### src/hw/otgmon_pkg.sv
// Register map, field positions and reset values of the OTG monitor block
package otgmon_pkg;
    localparam int ADDR_W = 8;
    localparam int DATA_W = 8;

    // Register offsets
    localparam logic [7:0] OTG_CTRL_OFS    = 8'h00;
    localparam logic [7:0] EDGE_RISE_OFS   = 8'h01;
    localparam logic [7:0] EDGE_FALL_OFS   = 8'h02;
    localparam logic [7:0] ID_EDGE_EN_OFS  = 8'h03;
    localparam logic [7:0] USB_STATUS_OFS  = 8'h04;
    localparam logic [7:0] KIT_STATUS_OFS  = 8'h05;
    localparam logic [7:0] RID_CODE_OFS    = 8'h06;
    localparam logic [7:0] EXT_SENSE_OFS   = 8'h07;

    // OTG control fields
    localparam int ID_PULL_BIT   = 0;
    localparam int DRAIN_BIT     = 3;
    localparam int LIFT_BIT      = 4;
    localparam int SUPPLY_BIT    = 5;
    localparam int SUPPLY_X_BIT  = 6;

    // Edge enable and status fields (same layout)
    localparam int VBUS_VALID_BIT = 1;
    localparam int SESS_VALID_BIT = 2;
    localparam int SESS_END_BIT   = 3;
    localparam int ID_GND_BIT     = 4;

    // ID-open enables and status
    localparam int ID_OPEN_RISE_BIT = 0;
    localparam int ID_OPEN_FALL_BIT = 1;
    localparam int ID_OPEN_BIT      = 0;

    // External sense selection fields
    localparam int EXT_SEL_BIT  = 0;
    localparam int EXT_PASS_BIT = 1;
    localparam int EXT_COMP_BIT = 2;

    // Reset values
    localparam logic [7:0] OTG_CTRL_RST   = 8'h00;
    localparam logic [7:0] EDGE_RISE_RST  = 8'h1e;
    localparam logic [7:0] EDGE_FALL_RST  = 8'h1e;
    localparam logic [7:0] ID_EDGE_EN_RST = 8'h00;
    localparam logic [7:0] EXT_SENSE_RST  = 8'h00;

    // External indicator is hard-wired high
    localparam logic EXT_INDICATOR = 1'b1;

    // Comparator vector layout after synchronising
    localparam int CMP_W       = 5;
    localparam int CMP_VBUS    = 0;
    localparam int CMP_SESSV   = 1;
    localparam int CMP_SESSE   = 2;
    localparam int CMP_ID_GROUNDED_FLAG   = 3;
    localparam int CMP_IDOPEN  = 4;
    localparam int RID_W       = 3;
endpackage

### src/hw/otgmon_sync.sv
// Two-flop synchroniser for a vector of slow asynchronous levels
`timescale 1ns/10ps
`default_nettype none
module otgmon_sync #(
    parameter int WIDTH = 1
) (
    input  wire logic             ref_clk,
    input  wire logic             rst,
    input  wire logic [WIDTH-1:0] asyncIn,
    output logic      [WIDTH-1:0] syncOut
);
    logic [WIDTH-1:0] stage1_reg;

    genvar i;
    generate
        for (i = 0; i < WIDTH; i++) begin : g_bit
            always_ff @(posedge ref_clk) begin
                if (rst) begin
                    stage1_reg[i] <= 1'b0;
                    syncOut[i]    <= 1'b0;
                end else begin
                    stage1_reg[i] <= asyncIn[i];
                    syncOut[i]    <= stage1_reg[i];
                end
            end
        end
    endgenerate
endmodule
`default_nettype wire

### src/hw/otgmon_edge.sv
// Per-bit rising/falling change detector with separate edge enables
`timescale 1ns/10ps
`default_nettype none
module otgmon_edge #(
    parameter int WIDTH = 1
) (
    input  wire logic             ref_clk,
    input  wire logic             rst,
    input  wire logic [WIDTH-1:0] level,
    input  wire logic [WIDTH-1:0] riseEn,
    input  wire logic [WIDTH-1:0] fallEn,
    output logic      [WIDTH-1:0] changeEvt
);
    logic [WIDTH-1:0] prev_reg;
    logic [2:0]       armed_reg;

    always_ff @(posedge ref_clk) begin
        if (rst) begin
            prev_reg <= '0;
        end else begin
            prev_reg <= level;
        end
    end

    // Synchroniser depth plus one edge; a level already high at release is no change
    always_ff @(posedge ref_clk) begin
        if (rst) begin
            armed_reg <= 3'h0;
        end else begin
            armed_reg <= {armed_reg[1:0], 1'b1};
        end
    end

    genvar i;
    generate
        for (i = 0; i < WIDTH; i++) begin : g_bit
            assign changeEvt[i] = armed_reg[2] &
                                  ((level[i] & ~prev_reg[i] & riseEn[i]) |
                                   (~level[i] & prev_reg[i] & fallEn[i]));
        end
    endgenerate
endmodule
`default_nettype wire

### src/hw/otgmon_ctrl.sv
// OTG cable-ID and VBUS monitor: registers, status, change events, pad controls
//
// Local design decisions: the plain strobed port and the placing of the registers.
`timescale 1ns/10ps
`default_nettype none
module otgmon_ctrl (
    input  wire logic       ref_clk,
    input  wire logic       rst,
    // Register port
    input  wire logic [7:0] regAddr,
    input  wire logic [7:0] regWrData,
    input  wire logic       regWrEn,
    input  wire logic       regRdEn,
    output logic      [7:0] regRdData,
    // Analog comparator outputs (asynchronous)
    input  wire logic       vbusValidCmp,
    input  wire logic       sessValidCmp,
    input  wire logic       sessEndCmp,
    input  wire logic       idGroundedCmp,
    input  wire logic       idOpenCmp,
    input  wire logic [2:0] ridCodeIn,
    // Mode from the interface logic, same clock
    input  wire logic       syncMode,
    // Pad and comparator controls
    output logic            idPullEnable,
    output logic            vbusDrainEnable,
    output logic            vbusLiftEnable,
    output logic            supplySwitchOut,
    output logic            sessEndCmpOn,
    output logic            vbusValidCmpOn,
    // Receive command request to the interface logic
    output logic            rxCmdValid,
    output logic            rxCmdAltInt,
    output logic            rxCmdVbusValid,
    output logic            rxCmdSessValid,
    output logic            rxCmdSessEnd,
    output logic            rxCmdIdGrounded
);
    logic [7:0] otgCtrl_reg;
    logic [7:0] edgeRise_reg;
    logic [7:0] edgeFall_reg;
    logic [7:0] idEdgeEn_reg;
    logic [7:0] extSense_reg;
    logic [7:0] rdData_next;

    logic [otgmon_pkg::CMP_W-1:0] cmpSync;
    logic [otgmon_pkg::CMP_W-1:0] cmpLevel;
    logic [otgmon_pkg::CMP_W-1:0] riseVec;
    logic [otgmon_pkg::CMP_W-1:0] fallVec;
    logic [otgmon_pkg::CMP_W-1:0] cmpEvt;
    logic [otgmon_pkg::RID_W-1:0] ridSync;
    logic                         vbusValidSrc;

    // Comparators are unclocked analog levels
    otgmon_sync #(
        .WIDTH (otgmon_pkg::CMP_W)
    ) u_cmp_sync (
        .ref_clk (ref_clk),
        .rst     (rst),
        .asyncIn ({idOpenCmp, idGroundedCmp, sessEndCmp, sessValidCmp, vbusValidCmp}),
        .syncOut (cmpSync)
    );

    // Converter code only read by software, so per-bit skew is harmless
    otgmon_sync #(
        .WIDTH (otgmon_pkg::RID_W)
    ) u_rid_sync (
        .ref_clk (ref_clk),
        .rst     (rst),
        .asyncIn (ridCodeIn),
        .syncOut (ridSync)
    );

    // Register writes
    always_ff @(posedge ref_clk) begin
        if (rst) begin
            otgCtrl_reg <= otgmon_pkg::OTG_CTRL_RST;
        end else if (regWrEn && regAddr == otgmon_pkg::OTG_CTRL_OFS) begin
            otgCtrl_reg <= regWrData;
        end
    end

    always_ff @(posedge ref_clk) begin
        if (rst) begin
            edgeRise_reg <= otgmon_pkg::EDGE_RISE_RST;
            edgeFall_reg <= otgmon_pkg::EDGE_FALL_RST;
            idEdgeEn_reg <= otgmon_pkg::ID_EDGE_EN_RST;
        end else if (regWrEn) begin
            if (regAddr == otgmon_pkg::EDGE_RISE_OFS) begin
                edgeRise_reg <= regWrData;
            end
            if (regAddr == otgmon_pkg::EDGE_FALL_OFS) begin
                edgeFall_reg <= regWrData;
            end
            if (regAddr == otgmon_pkg::ID_EDGE_EN_OFS) begin
                idEdgeEn_reg <= regWrData;
            end
        end
    end

    always_ff @(posedge ref_clk) begin
        if (rst) begin
            extSense_reg <= otgmon_pkg::EXT_SENSE_RST;
        end else if (regWrEn && regAddr == otgmon_pkg::EXT_SENSE_OFS) begin
            extSense_reg <= regWrData;
        end
    end

    // Pad controls
    assign idPullEnable    = otgCtrl_reg[otgmon_pkg::ID_PULL_BIT];
    assign vbusDrainEnable = otgCtrl_reg[otgmon_pkg::DRAIN_BIT];
    assign vbusLiftEnable  = otgCtrl_reg[otgmon_pkg::LIFT_BIT];
    assign supplySwitchOut = otgCtrl_reg[otgmon_pkg::SUPPLY_BIT] |
                             otgCtrl_reg[otgmon_pkg::SUPPLY_X_BIT];

    // The session-end and VBUS-valid comparators are powered while either edge enable holds them
    assign sessEndCmpOn   = edgeRise_reg[otgmon_pkg::SESS_END_BIT] |
                            edgeFall_reg[otgmon_pkg::SESS_END_BIT];
    assign vbusValidCmpOn = edgeRise_reg[otgmon_pkg::VBUS_VALID_BIT] |
                            edgeFall_reg[otgmon_pkg::VBUS_VALID_BIT];

    // Gated levels; a switched-off comparator reads as 0
    always_comb begin
        cmpLevel = cmpSync;
        cmpLevel[otgmon_pkg::CMP_SESSE] = cmpSync[otgmon_pkg::CMP_SESSE] & sessEndCmpOn;
        cmpLevel[otgmon_pkg::CMP_VBUS]  = cmpSync[otgmon_pkg::CMP_VBUS] & vbusValidCmpOn;
    end

    // Session-valid stays powered; its enables only gate events
    always_comb begin
        riseVec = '0;
        fallVec = '0;
        riseVec[otgmon_pkg::CMP_VBUS]   = edgeRise_reg[otgmon_pkg::VBUS_VALID_BIT];
        fallVec[otgmon_pkg::CMP_VBUS]   = edgeFall_reg[otgmon_pkg::VBUS_VALID_BIT];
        riseVec[otgmon_pkg::CMP_SESSV]  = edgeRise_reg[otgmon_pkg::SESS_VALID_BIT];
        fallVec[otgmon_pkg::CMP_SESSV]  = edgeFall_reg[otgmon_pkg::SESS_VALID_BIT];
        riseVec[otgmon_pkg::CMP_SESSE]  = edgeRise_reg[otgmon_pkg::SESS_END_BIT];
        fallVec[otgmon_pkg::CMP_SESSE]  = edgeFall_reg[otgmon_pkg::SESS_END_BIT];
        riseVec[otgmon_pkg::CMP_ID_GROUNDED_FLAG]  = edgeRise_reg[otgmon_pkg::ID_GND_BIT];
        fallVec[otgmon_pkg::CMP_ID_GROUNDED_FLAG]  = edgeFall_reg[otgmon_pkg::ID_GND_BIT];
        riseVec[otgmon_pkg::CMP_IDOPEN] = idEdgeEn_reg[otgmon_pkg::ID_OPEN_RISE_BIT];
        fallVec[otgmon_pkg::CMP_IDOPEN] = idEdgeEn_reg[otgmon_pkg::ID_OPEN_FALL_BIT];
    end

    otgmon_edge #(
        .WIDTH (otgmon_pkg::CMP_W)
    ) u_edge (
        .ref_clk   (ref_clk),
        .rst       (rst),
        .level     (cmpLevel),
        .riseEn    (riseVec),
        .fallEn    (fallVec),
        .changeEvt (cmpEvt)
    );

    // Receive-command VBUS-valid source
    always_comb begin
        if (!extSense_reg[otgmon_pkg::EXT_SEL_BIT]) begin
            vbusValidSrc = cmpLevel[otgmon_pkg::CMP_VBUS];
        end else if (extSense_reg[otgmon_pkg::EXT_PASS_BIT]) begin
            vbusValidSrc = otgmon_pkg::EXT_INDICATOR ^ extSense_reg[otgmon_pkg::EXT_COMP_BIT];
        end else begin
            vbusValidSrc = cmpLevel[otgmon_pkg::CMP_VBUS] &
                           (otgmon_pkg::EXT_INDICATOR ^ extSense_reg[otgmon_pkg::EXT_COMP_BIT]);
        end
    end

    // One request per cycle with any enabled change; ID-open takes the alternate-interrupt flag
    always_ff @(posedge ref_clk) begin
        if (rst) begin
            rxCmdValid  <= 1'b0;
            rxCmdAltInt <= 1'b0;
        end else begin
            rxCmdValid  <= |cmpEvt;
            rxCmdAltInt <= cmpEvt[otgmon_pkg::CMP_IDOPEN];
        end
    end

    always_ff @(posedge ref_clk) begin
        if (rst) begin
            rxCmdVbusValid  <= 1'b0;
            rxCmdSessValid  <= 1'b0;
            rxCmdSessEnd    <= 1'b0;
            rxCmdIdGrounded <= 1'b0;
        end else begin
            rxCmdVbusValid  <= vbusValidSrc;
            rxCmdSessValid  <= cmpLevel[otgmon_pkg::CMP_SESSV];
            rxCmdSessEnd    <= cmpLevel[otgmon_pkg::CMP_SESSE];
            rxCmdIdGrounded <= cmpLevel[otgmon_pkg::CMP_ID_GROUNDED_FLAG];
        end
    end

    // Read mux; unmapped offsets read zero
    always_comb begin
        rdData_next = 8'h00;
        case (regAddr)
            otgmon_pkg::OTG_CTRL_OFS:   rdData_next = otgCtrl_reg;
            otgmon_pkg::EDGE_RISE_OFS:  rdData_next = edgeRise_reg;
            otgmon_pkg::EDGE_FALL_OFS:  rdData_next = edgeFall_reg;
            otgmon_pkg::ID_EDGE_EN_OFS: rdData_next = idEdgeEn_reg;
            otgmon_pkg::USB_STATUS_OFS: begin
                rdData_next[otgmon_pkg::VBUS_VALID_BIT] = cmpLevel[otgmon_pkg::CMP_VBUS];
                rdData_next[otgmon_pkg::SESS_VALID_BIT] = cmpLevel[otgmon_pkg::CMP_SESSV];
                rdData_next[otgmon_pkg::SESS_END_BIT]   = cmpLevel[otgmon_pkg::CMP_SESSE];
                rdData_next[otgmon_pkg::ID_GND_BIT]     = cmpLevel[otgmon_pkg::CMP_ID_GROUNDED_FLAG];
            end
            otgmon_pkg::KIT_STATUS_OFS: begin
                rdData_next[otgmon_pkg::ID_OPEN_BIT] = cmpLevel[otgmon_pkg::CMP_IDOPEN];
            end
            otgmon_pkg::RID_CODE_OFS: begin
                // Converter only runs in synchronous mode
                if (syncMode) begin
                    rdData_next[otgmon_pkg::RID_W-1:0] = ridSync;
                end
            end
            otgmon_pkg::EXT_SENSE_OFS:  rdData_next = extSense_reg;
            default:                    rdData_next = 8'h00;
        endcase
    end

    // Data stands only in the cycle after the strobe
    always_ff @(posedge ref_clk) begin
        if (rst) begin
            regRdData <= 8'h00;
        end else if (regRdEn) begin
            regRdData <= rdData_next;
        end else begin
            regRdData <= 8'h00;
        end
    end
endmodule
`default_nettype wire

### config.mk
export PLATFORM = sky130hd
export DESIGN_NAME = otgmon_ctrl
export DESIGN_NICKNAME = d
export VERILOG_FILES = /design/src/hw/otgmon_pkg.sv /design/src/hw/otgmon_sync.sv /design/src/hw/otgmon_edge.sv /design/src/hw/otgmon_ctrl.sv
export SDC_FILE = /design/constraint.sdc
export NUM_CORES = 1
export LEC_CHECK = 0
export ABC_CLOCK_PERIOD_IN_PS = 1500
export BUFFER_PORTS_ARGS = -buffer_cell sky130_fd_sc_hd__buf_2
export CAP_MARGIN = 40
export CORE_MARGIN = 2
export CORE_UTILIZATION = 50
export DETAILED_ROUTE_END_ITERATION = 8
export GPL_ROUTABILITY_DRIVEN = 0
export GPL_TIMING_DRIVEN = 0
export PLACE_DENSITY = 0.78
export SETUP_SLACK_MARGIN = 0.2
export SKIP_CTS_REPAIR_TIMING = 1
export SYNTH_ARGS = -nofsm -noshare
export SYNTH_HDL_FRONTEND = slang
export SYNTH_SLANG_ARGS = --single-unit
### constraint.sdc
create_clock -name ref_clk -period 1.5 [get_ports ref_clk]
set_input_delay 0.15 -clock ref_clk [delete_from_list [all_inputs] [get_ports ref_clk]]
set_output_delay 0.15 -clock ref_clk [all_outputs]
set_load 0.02 [all_outputs]
Yosys cells after proc, flatten, opt, wreduce, memory -nomap -nowiden
Cells that the tools add are included.
{"block": "op_classes", "n_eq_ne": 7, "n_mux": 8, "n_bitwise": 48, "reduce_logical": 8}
{"operator": "8-bit by 3-bit == test with 1-bit output (second input constant)", "n": 4}
{"operator": "1-bit bitwise AND", "n": 28}
{"operator": "8-bit by 2-bit == test with 1-bit output (second input constant)", "n": 2}
{"operator": "3-bit one-hot mux with 5 select lines", "n": 1}
{"operator": "2-bit one-hot mux with 7 select lines", "n": 1}
{"operator": "1-bit inverter", "n": 12}
{"operator": "2-bit one-hot mux with 6 select lines", "n": 1}
{"operator": "8-bit by 1-bit == test with 1-bit output (second input constant)", "n": 1}
{"operator": "8-bit zero test", "n": 1}
{"operator": "1-bit bitwise OR", "n": 8}
{"operator": "1-bit one-hot mux with 7 select lines", "n": 1}
{"operator": "2-bit AND reduction", "n": 3}
{"operator": "5-bit OR reduction", "n": 1}
{"operator": "1-bit two-way mux", "n": 3}
{"operator": "3-bit two-way mux", "n": 1}
{"operator": "1-bit logical AND", "n": 2}
{"operator": "2-bit OR reduction", "n": 1}
{"block": "word_totals", "register_bits": 78, "inputBits": 29, "output_inout_bits": 20}

Longest topological paths before layout
Gate-level depths: netlist (run 1).
{"block": "logic_depth", "word_depth": 8, "ltp_mapped": 6, "depth_no_buf": 4}

By module
From an unflattened synthesis (run 1), not the netlist that was laid out.
{"block": "unflattened", "hier_cells": 320, "hier_area_um2": 3140.5}
{"mod": "otgmon_ctrl", "n_inst": 1, "cells_each": 256, "area_each_um2": 2394.8}
{"mod": "otgmon_edge", "n_inst": 1, "cells_each": 32, "area_each_um2": 325.3}
{"mod": "otgmon_sync (u_cmp_sync)", "n_inst": 1, "cells_each": 20, "area_each_um2": 262.8}
{"mod": "otgmon_sync (u_rid_sync)", "n_inst": 1, "cells_each": 12, "area_each_um2": 157.7}

Least setup slack after synthesis (run 1)
OpenSTA, ideal clock, no wires.
{"block": "synth_path", "path_kind": "input port to flip-flop", "start": "in regAddr[7]", "end": "reg extSense_reg[0]", "arrival_ps": 1332, "required_time_ps": 1386, "path_slack_ps": 54, "stages": 4, "path_buffers": 0, "path_cell_list": "or3_4 > nor4_4 > mux2i_1 > nor2_1"}
{"block": "synth_via", "elab_chain_cells": 2}
{"element": "start: declaration", "line": "otgmon_ctrl.sv:10", "text": "input wire logic [7:0] regAddr,"}
{"element": "8-bit by 3-bit == test with 1-bit output", "line": "otgmon_ctrl.sv:104", "text": "end else if (regWrEn && regAddr == otgmon_pkg::EXT_SENSE_OFS) begin"}
{"element": "1-bit logical AND", "line": "otgmon_ctrl.sv:104"}
{"element": "end signal: assignment", "line": "otgmon_ctrl.sv:103", "text": "extSense_reg <= otgmon_pkg::EXT_SENSE_RST;"}
{"element": "end signal: assignment", "line": "otgmon_ctrl.sv:105", "text": "extSense_reg <= regWrData;"}
{"element": "end: declaration", "line": "otgmon_ctrl.sv:43", "text": "logic [7:0] extSense_reg;"}
Every way passes these cells.
A chain may end at the register's enable or synchronous reset.

Final worst setup path (run 1)
{"block": "layout_path", "start": "reg edgeRise_reg[3]", "end": "out sessEndCmpOn"}
{"block": "layout_via", "elab_chain_cells": 1}
{"element": "start: declaration", "line": "otgmon_ctrl.sv:40", "text": "logic [7:0] edgeRise_reg;"}
{"element": "start signal: assignment", "line": "otgmon_ctrl.sv:85", "text": "edgeRise_reg <= otgmon_pkg::EDGE_RISE_RST;"}
{"element": "start signal: assignment", "line": "otgmon_ctrl.sv:90", "text": "edgeRise_reg <= regWrData;"}
{"element": "1-bit bitwise OR", "line": "otgmon_ctrl.sv:117", "text": "assign sessEndCmpOn = edgeRise_reg[otgmon_pkg::SESS_END_BIT] |"}
{"element": "end: declaration", "line": "otgmon_ctrl.sv:29", "text": "output logic sessEndCmpOn,"}
Every way passes these cells.

==> results of run 1 <==
==> area by class of cell <==
type | instances | area (um^2)
Multi-Input combinational cell | 198 | 1440
Buffer | 15 | 98.8
Timing Repair Buffer | 50 | 290
Sequential cell | 75 | 1500
Clock inverter | 7 | 58.8
Fill cell | 502 | 2230
Clock buffer | 9 | 124
Tap cell | 75 | 93.8
Inverter | 2 | 7.51
==> metal layers <==
metal	share of wire	routed length (um)
met5	0	0
met4	0.028	195
met3	0.064	442
met2	0.48	3340
met1	0.43	2990
==> metrics by stage <==
step	setup TNS (ns)	hold WS (ns)	power, uW
floorplan	0	0.275	2220
global placement	-7.33	0.356	2320
detailed placement	-9.26	0.362	2320
CTS	0	-0.0141	3750
global route	0	0.000790	3850
finish	0	-0.00763	3730
==> placed cells by master, fill, tap and decap left out, types with 4 or more instances in the layout <==
cell	instances
dfxtp_1	73
buf_2	48
mux2i_1	44
nor2_1	40
nor2b_1	23
nand2_1	22
clkbuf_8	11
a21oi_1	6
nand3b_1	6
o21ai_0	6
clkbuf_1	5
nand3_1	5
buf_6	4
mux4_2	4
a32oi_1	4
==> where the power goes <==
part	total (uW)	internal (uW)	switching, uW
sequential	2030	2020	12.7
clock	1440	622	816
combinational	260	106	154
==> logic make-up after synthesis <==
logic type,Yosys count
and+or+nand+nor,120
DFF,75
muxes,48
AOI/OAI and AO/OA,30
buffers and inverters,17
==> cell usage after synthesis, types with 3 or more instances <==
library cell,count,area share
nor2b_1,23,0.048
mux2i_1,44,0.15
and2_1,3,0.0063
mux4_2,4,0.030
o2bb2ai_1,3,0.0088
nor3_1,3,0.0050
nand3_2,3,0.010
nand3b_1,6,0.015
dfxtp_1,75,0.50
o21ai_0,6,0.010
nand2_1,22,0.028
nand3_1,6,0.010
a21oi_1,6,0.010
nor2_1,41,0.051
a32oi_1,4,0.012
nand2b_1,3,0.0063
or2_2,3,0.0063
clkbuf_1,6,0.0075
buf_2,4,0.0067
==> critical path: cells and delay by family, from the launching register on <==
kind	cells	cell delay (ns)
and+or+nand+nor	1	0.27
DFF	1	0.34
buffers and inverters	1	0.16
==> path summary, 6_finish.rpt <==
kind,from,end
hold reg to reg,u_cmp_sync.stage1_reg[0],u_cmp_sync.syncOut[0]
hold / removal,ridCodeIn[0],u_rid_sync.stage1_reg[0]
setup reg to reg,u_rid_sync.syncOut[2],regRdData[2]
setup / recovery,edgeRise_reg[3],sessEndCmpOn
==> qor.csv, run 1 <==
stage;metric;value;unit
sta;holdWs;-0.00763;ns
setup_path;critical_path_class;reg2out;
sta;finalHoldViolCount;2;
finish;final_cell_area;0.00362;mm^2
worst_hold_path;hold_class;in2reg;
logic_synthesis;synthMuxAreaShare;0.177;
sta;fin_crit_sh;0.842;
clock_tree;cts_tree;built;
logic_synthesis;yosys_warnings;0;
sta;rsz0062_at_grt;no;
sta;finalCriticalPeriod;1.26;ns
flow_run;max-cap-violations;0;
sta;setup_violations;0;
floorplan;die_area;0.00662;mm^2
drt;drc;0;
global_route;grt_overflow;0;
global_route;antenna_found_initial;0;
drt;drt_iter0_drc;198;
sta;worstMarginPinSlew;0.590;ns
setup_path;slowest_delay;0.34;ns
outcome;failed_checks;hold timing;
sta;clock.fmax;0.792;GHz
floorplan;die_h;81.4;um
setup_path;regToRegSetupSlack;0.30;ns
logic_synthesis;synthesis.instances;290;
logic_synthesis;synth_top_family_by_area;simple AND/OR/NAND/NOR gates;
setup_path;worstPathArrival;1.11;ns
clock_tree;clk_latency;0.36;ns
sta;relSlewSlack;0.604;
global_route;busiest_layer;met2;
finish;fin_util;0.618;
sta;finClkSkew;0.00684;ns
clock_tree;htree_levels;3;
sta;slew_violations;0;
floorplan;coreArea;0.00585;mm^2
logic_synthesis;synth_ff_type;dfxtp_1;
sta;fin_ws;0.237;ns
placed_design;post-place-ws;-0.325;ns
setup_path;cp_data_required_time;1.35;ns
finish;fin_nets;380;
global_route;grtUsageMet1;0.272;
placed_design;dpl-instance-area;0.00332;mm^2
finish;antennaDiodeCount;0;
global_route;grt_util_all_layers;0.221;
logic_synthesis;synth_fa_ha_area_frac;0;
floorplan;die_w;81.4;um
setup_path;critPathCaptureType;output pin;
floorplan;num_rows;28;
pwr;worst_ir_drop_vdd;685;uV
pwr;power.leakage;0.00162;uW
setup_path;cp-start-kind;flop;
drt;postRouteAntennaNets;0;
logic_synthesis;synth-edff-count;0;
setup_path;crit_slowest_cell;dfxtp_1;
placed_design;dp_cells;411;
drt;dr.pass1.iters;4;
drt;viasPerCell;5.35;
clock_tree;numCtsBuffers;9;
placed_design;post-dp-hpwl;4730;um
logic_synthesis;synth-compound-area-share;0.0698;
finish;syn2layout_area_growth;20.9;%
clock_tree;clock_sinks;75;
clock_tree;cts_root_buf;clkbuf_8;
logic_synthesis;synthArstFlopShare;0;
floorplan;io_pins;49;
global_route;grt_pass1_wl;10500;um
logic_synthesis;avgSynthCellArea;10.3;um^2
global_route;met3_usage;0.0456;
setup_path;crit_fanout;4;
global_route;grt_max_degree;16;
drt;wl_per_cell;16.1;um
logic_synthesis;ys_seq_area_frac;0.502;
logic_synthesis;synth_area;0.00299;mm^2
finish;drive_gt1_frac;0.267;
global_route;grt_pass1_vias;2174;
clock_tree;clk_pin_slew;0.09;ns
pwr;power_density;1030;mW/mm^2
finish;stdcell_count;431;
placed_design;io_buffers;46;
floorplan;start_util;0.511;
drt;totalWireLength;6960;um
logic_synthesis;syn_nets;319;
global_route;grt.met2_usage;0.361;
logic_synthesis;ys_seq_elements;75;
logic_synthesis;yosys.area_share.xor_xnor;0;
outcome;status;complete, but fails checks;
setup_path;crit_chain;or2_4 > buf_4;
setup_path;r2r_cells;4;
logic_synthesis;ys_types;37;
worst_hold_path;hold_depth;2;
clock_tree;clk_path_buf_depth;2;
drt;dr_total_vias;2308;
logic_synthesis;synthSimpleGateAreaFrac;0.216;
Note: power is estimated with default switching activity, not from simulation.
==> inputs of run 2 (changes only) <==
--- a/config.mk
+++ b/config.mk
@@ -5,15 +5,15 @@
 export SDC_FILE = /design/constraint.sdc
 export NUM_CORES = 1
 export LEC_CHECK = 0
-export ABC_CLOCK_PERIOD_IN_PS = 1500
+export ABC_CLOCK_PERIOD_IN_PS = 1200
 export BUFFER_PORTS_ARGS = -buffer_cell sky130_fd_sc_hd__buf_2
 export CAP_MARGIN = 40
 export CORE_MARGIN = 2
-export CORE_UTILIZATION = 50
+export CORE_UTILIZATION = 55
 export DETAILED_ROUTE_END_ITERATION = 8
 export GPL_ROUTABILITY_DRIVEN = 0
 export GPL_TIMING_DRIVEN = 0
-export PLACE_DENSITY = 0.78
+export PLACE_DENSITY = 0.81
 export SETUP_SLACK_MARGIN = 0.2
 export SKIP_CTS_REPAIR_TIMING = 1
 export SYNTH_ARGS = -nofsm -noshare
==> constraint.sdc (replaced) <==
create_clock -name ref_clk -period 1.2 [get_ports ref_clk]
set_input_delay 0.12 -clock ref_clk [delete_from_list [all_inputs] [get_ports ref_clk]]
set_output_delay 0.12 -clock ref_clk [all_outputs]
set_load 0.02 [all_outputs]
==> run 2 against run 1 <==
Effect of this change: the run ends with setup timing left; combinational power is 60% higher; core utilization up 16 points; die area shrank 8.7%; sequential share of layout area shrank 3.6 points; setup slack got worse by 0.25 ns; routed wire length increased by 12%; first-iteration DRC count decreased by 2.5%; register-to-register slack worse by 0.31 ns; critical endpoint unchanged; largest power group unchanged.
==> qor.csv, run 2 (synthesized netlist as in run 1, its figures left out) <==
stage;metric;value;unit
setup_path;r2r_end;regRdData[3];
floorplan;num_rows;26;
drt;drc;0;
placed_design;post-dp-hpwl;4830;um
finish;drive_gt1_frac;0.354;
clock_tree;clk_path_buf_depth;2;
clock_tree;cts_root_buf;clkbuf_8;
pwr;pwr-share-seq;0.518;
setup_path;slowest_delay;0.35;ns
global_route;antenna_found_initial;0;
sta;relSlewSlack;0.642;
floorplan;start_util;0.578;
finish;final_cell_area;0.00402;mm^2
pwr;pwr-share-clk;0.397;
sta;fin_crit_sh;1.01;
setup_path;critical_path_class;reg2out;
sta;fin_ws;-0.0110;ns
pwr;power.leakage;0.00178;uW
finish;stdcell_count;446;
global_route;grt_util_all_layers;0.251;
pwr;swShare;0.249;
drt;totalWireLength;7800;um
setup_path;r2r_start;edgeRise_reg[3];
drt;dr.pass1.iters;4;
pwr;power_density;1220;mW/mm^2
finish;seqCellArea;0.00153;mm^2
setup_path;cp_data_required_time;1.08;ns
placed_design;dpl-instance-area;0.00336;mm^2
clock_tree;clock_sinks;75;
clock_tree;cts_tree;built;
clock_tree;clk_pin_slew;0.08;ns
placed_design;io_buffers;46;
drt;viasPerCell;5.45;
finish;fin_util;0.778;
flow_run;max-cap-violations;0;
setup_path;critPathBufInv;1;
finish;fin_nets;400;
setup_path;crit_chain;or2_4 > buf_6;
pwr;worst_ir_drop_vdd;1320;uV
setup_path;cp-start-kind;flop;
placed_design;post-place-ws;-0.656;ns
floorplan;die_w;77.8;um
sta;clock.fmax;0.826;GHz
setup_path;crit_fanout;3;
finish;antennaDiodeCount;0;
global_route;busiest_layer;met2;
worst_hold_path;hold_depth;2;
worst_hold_path;holdPathEnd;u_rid_sync.stage1_reg[0];
pwr;internal-power;3680;uW
setup_path;r2r_cells;4;
clock_tree;clk_latency;0.36;ns
floorplan;die_h;77.8;um
drt;dr_total_vias;2432;
outcome;failed_checks;setup timing;
finish;multi_input_area;0.00153;mm^2
floorplan;io_pins;49;
worst_hold_path;worstHoldStart;ridCodeIn[0];
finish;layout_common_cells;dfxtp_1 (58), mux2i_1 (43), nor2_1 (39), buf_2 (34), nor2b_1 (22);
finish;fillerInstances;333;
sta;slew_violations;0;
floorplan;coreArea;0.00517;mm^2
global_route;grt_pass1_vias;2286;
setup_path;critPathCaptureType;output pin;
global_route;met3_usage;0.0756;
sta;setup_violations;2;
clock_tree;numCtsBuffers;9;
placed_design;dp_cells;406;
pwr;p_comb_frac;0.085;
clock_tree;htree_levels;3;
setup_path;worstPathArrival;1.09;ns
finish;layout_commonest_cell;dfxtp_1;
sta;finalCriticalPeriod;1.21;ns
global_route;grt_overflow;0;
setup_path;regToRegSetupSlack;-0.01;ns
outcome;status;complete, but fails checks;
setup_path;crit_family;flip-flops;
finish;syn2layout_area_growth;34.5;%
sta;finalHoldViolCount;0;
sta;worstMarginPinSlew;0.537;ns
drt;drt_iter0_drc;193;
sta;rsz0062_at_grt;yes;
global_route;grt_max_degree;15;
sta;finClkSkew;0.00880;ns
setup_path;crit_slowest_cell;dfxtp_4;
worst_hold_path;hold_class;in2reg;
drt;wl_per_cell;17.5;um
global_route;grtUsageMet1;0.307;
global_route;grt.met2_usage;0.417;
floorplan;die_area;0.00605;mm^2
pwr;p_sw;1220;uW
drt;postRouteAntennaNets;0;
global_route;grt_pass1_wl;11300;um
sta;holdWs;0.0384;ns
==> run 2: changes by cell type in the layout (fill, tap and decap cells not counted), sizes merged <==
cell         previous run  this run
inv                     5         3
bufinv                  0         1
buf                    56        63
dlygate4sd3             1        12
clkinv                  2         3
clkbuf                 17        19
==> run 2: power groups by stage <==
stage	logic [uW]	registers (uW)	clock network [uW]
floorplan	183	2600	0
global placement	313	2600	0
detailed placement	321	2600	0
CTS	322	2540	1970
global route	443	2540	2080
finish	417	2540	1950
==> run 2: metal layers <==
metal / part of all wire / up-vias
met4: 0.022 / 0
met1: 0.41 / 1149
met3: 0.068 / 18
met5: 0 / -
li1: - / 1167
met2: 0.50 / 98
==> run 2: how the worst max path moves through the flow <==
stage,start,slack (ns),cells past startpoint,endpoint
after detailed placement,regAddr[7],-0.66,5,extSense_reg[1]
after global placement,regAddr[7],-0.58,5,extSense_reg[7]
after floorplan,regAddr[7],-0.22,4,extSense_reg[0]
after global routing,edgeFall_reg[3],-0.03,2,sessEndCmpOn
after CTS,regAddr[7],-0.27,5,extSense_reg[1]
final,edgeFall_reg[3],-0.01,2,sessEndCmpOn
==> run 2: final cells by class <==
type                       count  area share
timing repair buffer          70       0.138
tap                           70      0.0218
clock inverter                 7      0.0190
buffer                        15      0.0289
multi-input combinational    198       0.380
sequential                    75       0.380
inverter                       2     0.00187
clock buffer                   9      0.0308
==> run 2: stage by stage <==
stage                     setup TNS [ns]  power [uW]
after detailed placement          -18.09        2920
after CTS                          -2.63        4830
final                            -0.0221        4900
after floorplan                    -2.16        2780
after global routing             -0.0767        5070
after global placement            -16.47        2910
==> inputs of run 3 (changes only) <==
--- a/config.mk
+++ b/config.mk
@@ -13,7 +13,7 @@
 export DETAILED_ROUTE_END_ITERATION = 8
 export GPL_ROUTABILITY_DRIVEN = 0
 export GPL_TIMING_DRIVEN = 0
-export PLACE_DENSITY = 0.81
+export PLACE_DENSITY = 0.76
 export SETUP_SLACK_MARGIN = 0.2
 export SKIP_CTS_REPAIR_TIMING = 1
 export SYNTH_ARGS = -nofsm -noshare
==> run 3 against run 2 <==
Effect of this change: the run ends with hold timing left; sequential share of layout area decreased by 0.25 points; final cell count fell by 0.90%; first-iteration DRC count decreased by 5.7%; non-clock buffer count is 4 lower; worst hold slack got worse by 0.057 ns; total power is 16% higher; clock power increased by 41%.
==> qor.csv, run 3 (synthesized netlist as in run 1, its figures left out) <==
stage;metric;value;unit
outcome;status;complete, but fails checks;
outcome;failed_checks;hold timing;
finish;syn2layout_area_growth;34.6;%
worst_hold_path;hold_class;in2reg;
sta;finClkSkew;0.00895;ns
global_route;antenna_found_initial;0;
drt;totalWireLength;7690;um
setup_path;critPathBufInv;0;
setup_path;cp-start-kind;flop;
sta;clock.fmax;0.837;GHz
sta;holdWs;-0.0183;ns
finish;final_cell_area;0.00403;mm^2
drt;dr_total_vias;2437;
global_route;grt_pass1_vias;2255;
setup_path;critical_path_class;reg2reg;
setup_path;cp_data_required_time;1.43;ns
finish;layout_common_cells;dfxtp_1 (61), mux2i_1 (43), nor2_1 (39), buf_2 (33), nor2b_1 (22);
sta;rsz0062_at_grt;yes;
drt;viasPerCell;5.51;
finish;drive_gt1_frac;0.358;
clock_tree;clk_path_buf_depth;2;
global_route;grt_overflow;0;
floorplan;die_w;77.8;um
clock_tree;clock_sinks;75;
sta;worstMarginPinSlew;0.591;ns
sta;relSlewSlack;0.606;
sta;setup_violations;0;
finish;stdcell_count;442;
pwr;worst_ir_drop_vdd;1100;uV
clock_tree;cts_tree;built;
sta;finalCriticalPeriod;1.19;ns
setup_path;crit_slowest_cell;mux4_2;
floorplan;coreArea;0.00517;mm^2
clock_tree;cts_root_buf;clkbuf_8;
clock_tree;clk_pin_slew;0.08;ns
finish;fin_nets;396;
floorplan;io_pins;49;
sta;fin_crit_sh;0.996;
floorplan;die_h;77.8;um
placed_design;dpl-instance-area;0.00336;mm^2
global_route;grt_util_all_layers;0.241;
setup_path;critPathCaptureType;flop;
drt;postRouteAntennaNets;0;
floorplan;start_util;0.578;
setup_path;crit_chain;and2_1 > mux4_2 > nor2_2 > a211oi_2;
placed_design;post-dp-hpwl;4660;um
setup_path;crit_family;multiplexers;
drt;drc;0;
clock_tree;htree_levels;3;
finish;layout_commonest_cell;dfxtp_1;
pwr;power_density;1410;mW/mm^2
clock_tree;clk_latency;0.35;ns
pwr;power.leakage;0.00180;uW
finish;fin_util;0.779;
placed_design;dp_cells;406;
setup_path;worstPathArrival;1.42;ns
sta;finalHoldViolCount;9;
global_route;grt_pass1_wl;11100;um
drt;drt_iter0_drc;182;
global_route;grt_max_degree;14;
floorplan;num_rows;26;
setup_path;slowest_delay;0.48;ns
drt;dr.pass1.iters;4;
sta;slew_violations;0;
setup_path;crit_fanout;1;
placed_design;io_buffers;46;
finish;antennaDiodeCount;0;
clock_tree;numCtsBuffers;9;
floorplan;die_area;0.00605;mm^2
drt;wl_per_cell;17.4;um
flow_run;max-cap-violations;0;
==> run 3: cell types whose count changed in the layout (fill, tap and decap cells not counted), moves of 2 or more <==
cell,delta
buf_12,-2
buf_4,+4
bufinv_16,+4
clkinvlp_4,-2
dfxtp_1,+3
dfxtp_4,-2
dlygate4sd3_1,-6
==> run 3: final cells by class <==
| class | count | area (um^2) |
|---|---|---|
| Timing Repair Buffer | 66 | 482 |
| Multi-Input combinational cell | 198 | 1530 |
| Tap cell | 70 | 87.6 |
| Sequential cell | 75 | 1520 |
| Inverter | 2 | 7.51 |
| Fill cell | 330 | 1140 |
| Clock inverter | 7 | 164 |
| Buffer | 15 | 116 |
| Clock buffer | 9 | 124 |
==> run 3: layer usage <==
metal / GRT usage / vias up / part of all wire / wire [um]
met5: 0 / - / 0 / 0
li1: - / 1163 / - / -
met4: 0.0911 / 0 / 0.0088 / 68
met2: 0.372 / 91 / 0.49 / 3740
met3: 0.0605 / 7 / 0.066 / 511
met1: 0.327 / 1176 / 0.44 / 3380
==> run 3: worst register-to-register path, delay by kind of cell, from the launching register on <==
family | cells | cell delay [ns]
AOI/OAI and AO/OA | 1 | 0.05
DFF | 1 | 0.30
and+or+nand+nor | 2 | 0.26
muxes | 1 | 0.48
==> run 3: metrics by stage <==
step	setup slack, ns	power, uW	setup TNS [ns]
detailed placement	-0.613	2920	-17.67
CTS	-0.257	5630	-2.46
global route	-0.0340	5840	-0.0694
global placement	-0.586	2910	-16.66
finish	0.00533	5690	0
floorplan	-0.216	2780	-2.16
==> run 3: power by group <==
part	internal [uW]	switching [uW]	total, uW
sequential	2530	17.3	2540
combinational	176	218	394
clock	1800	950	2750
==> run 3: final timing paths <==
| path | from | end | slack [ns] | cells past startpoint |
|---|---|---|---|---|
| min reg2reg | u_cmp_sync.stage1_reg[1] | u_cmp_sync.syncOut[1] | 0.44 | 1 |
| max | u_rid_sync.syncOut[2] | regRdData[2] | 0.005 | 4 |
| max reg2reg | u_rid_sync.syncOut[2] | regRdData[2] | 0.005 | 4 |
| min | ridCodeIn[0] | u_rid_sync.stage1_reg[0] | -0.02 | 2 |
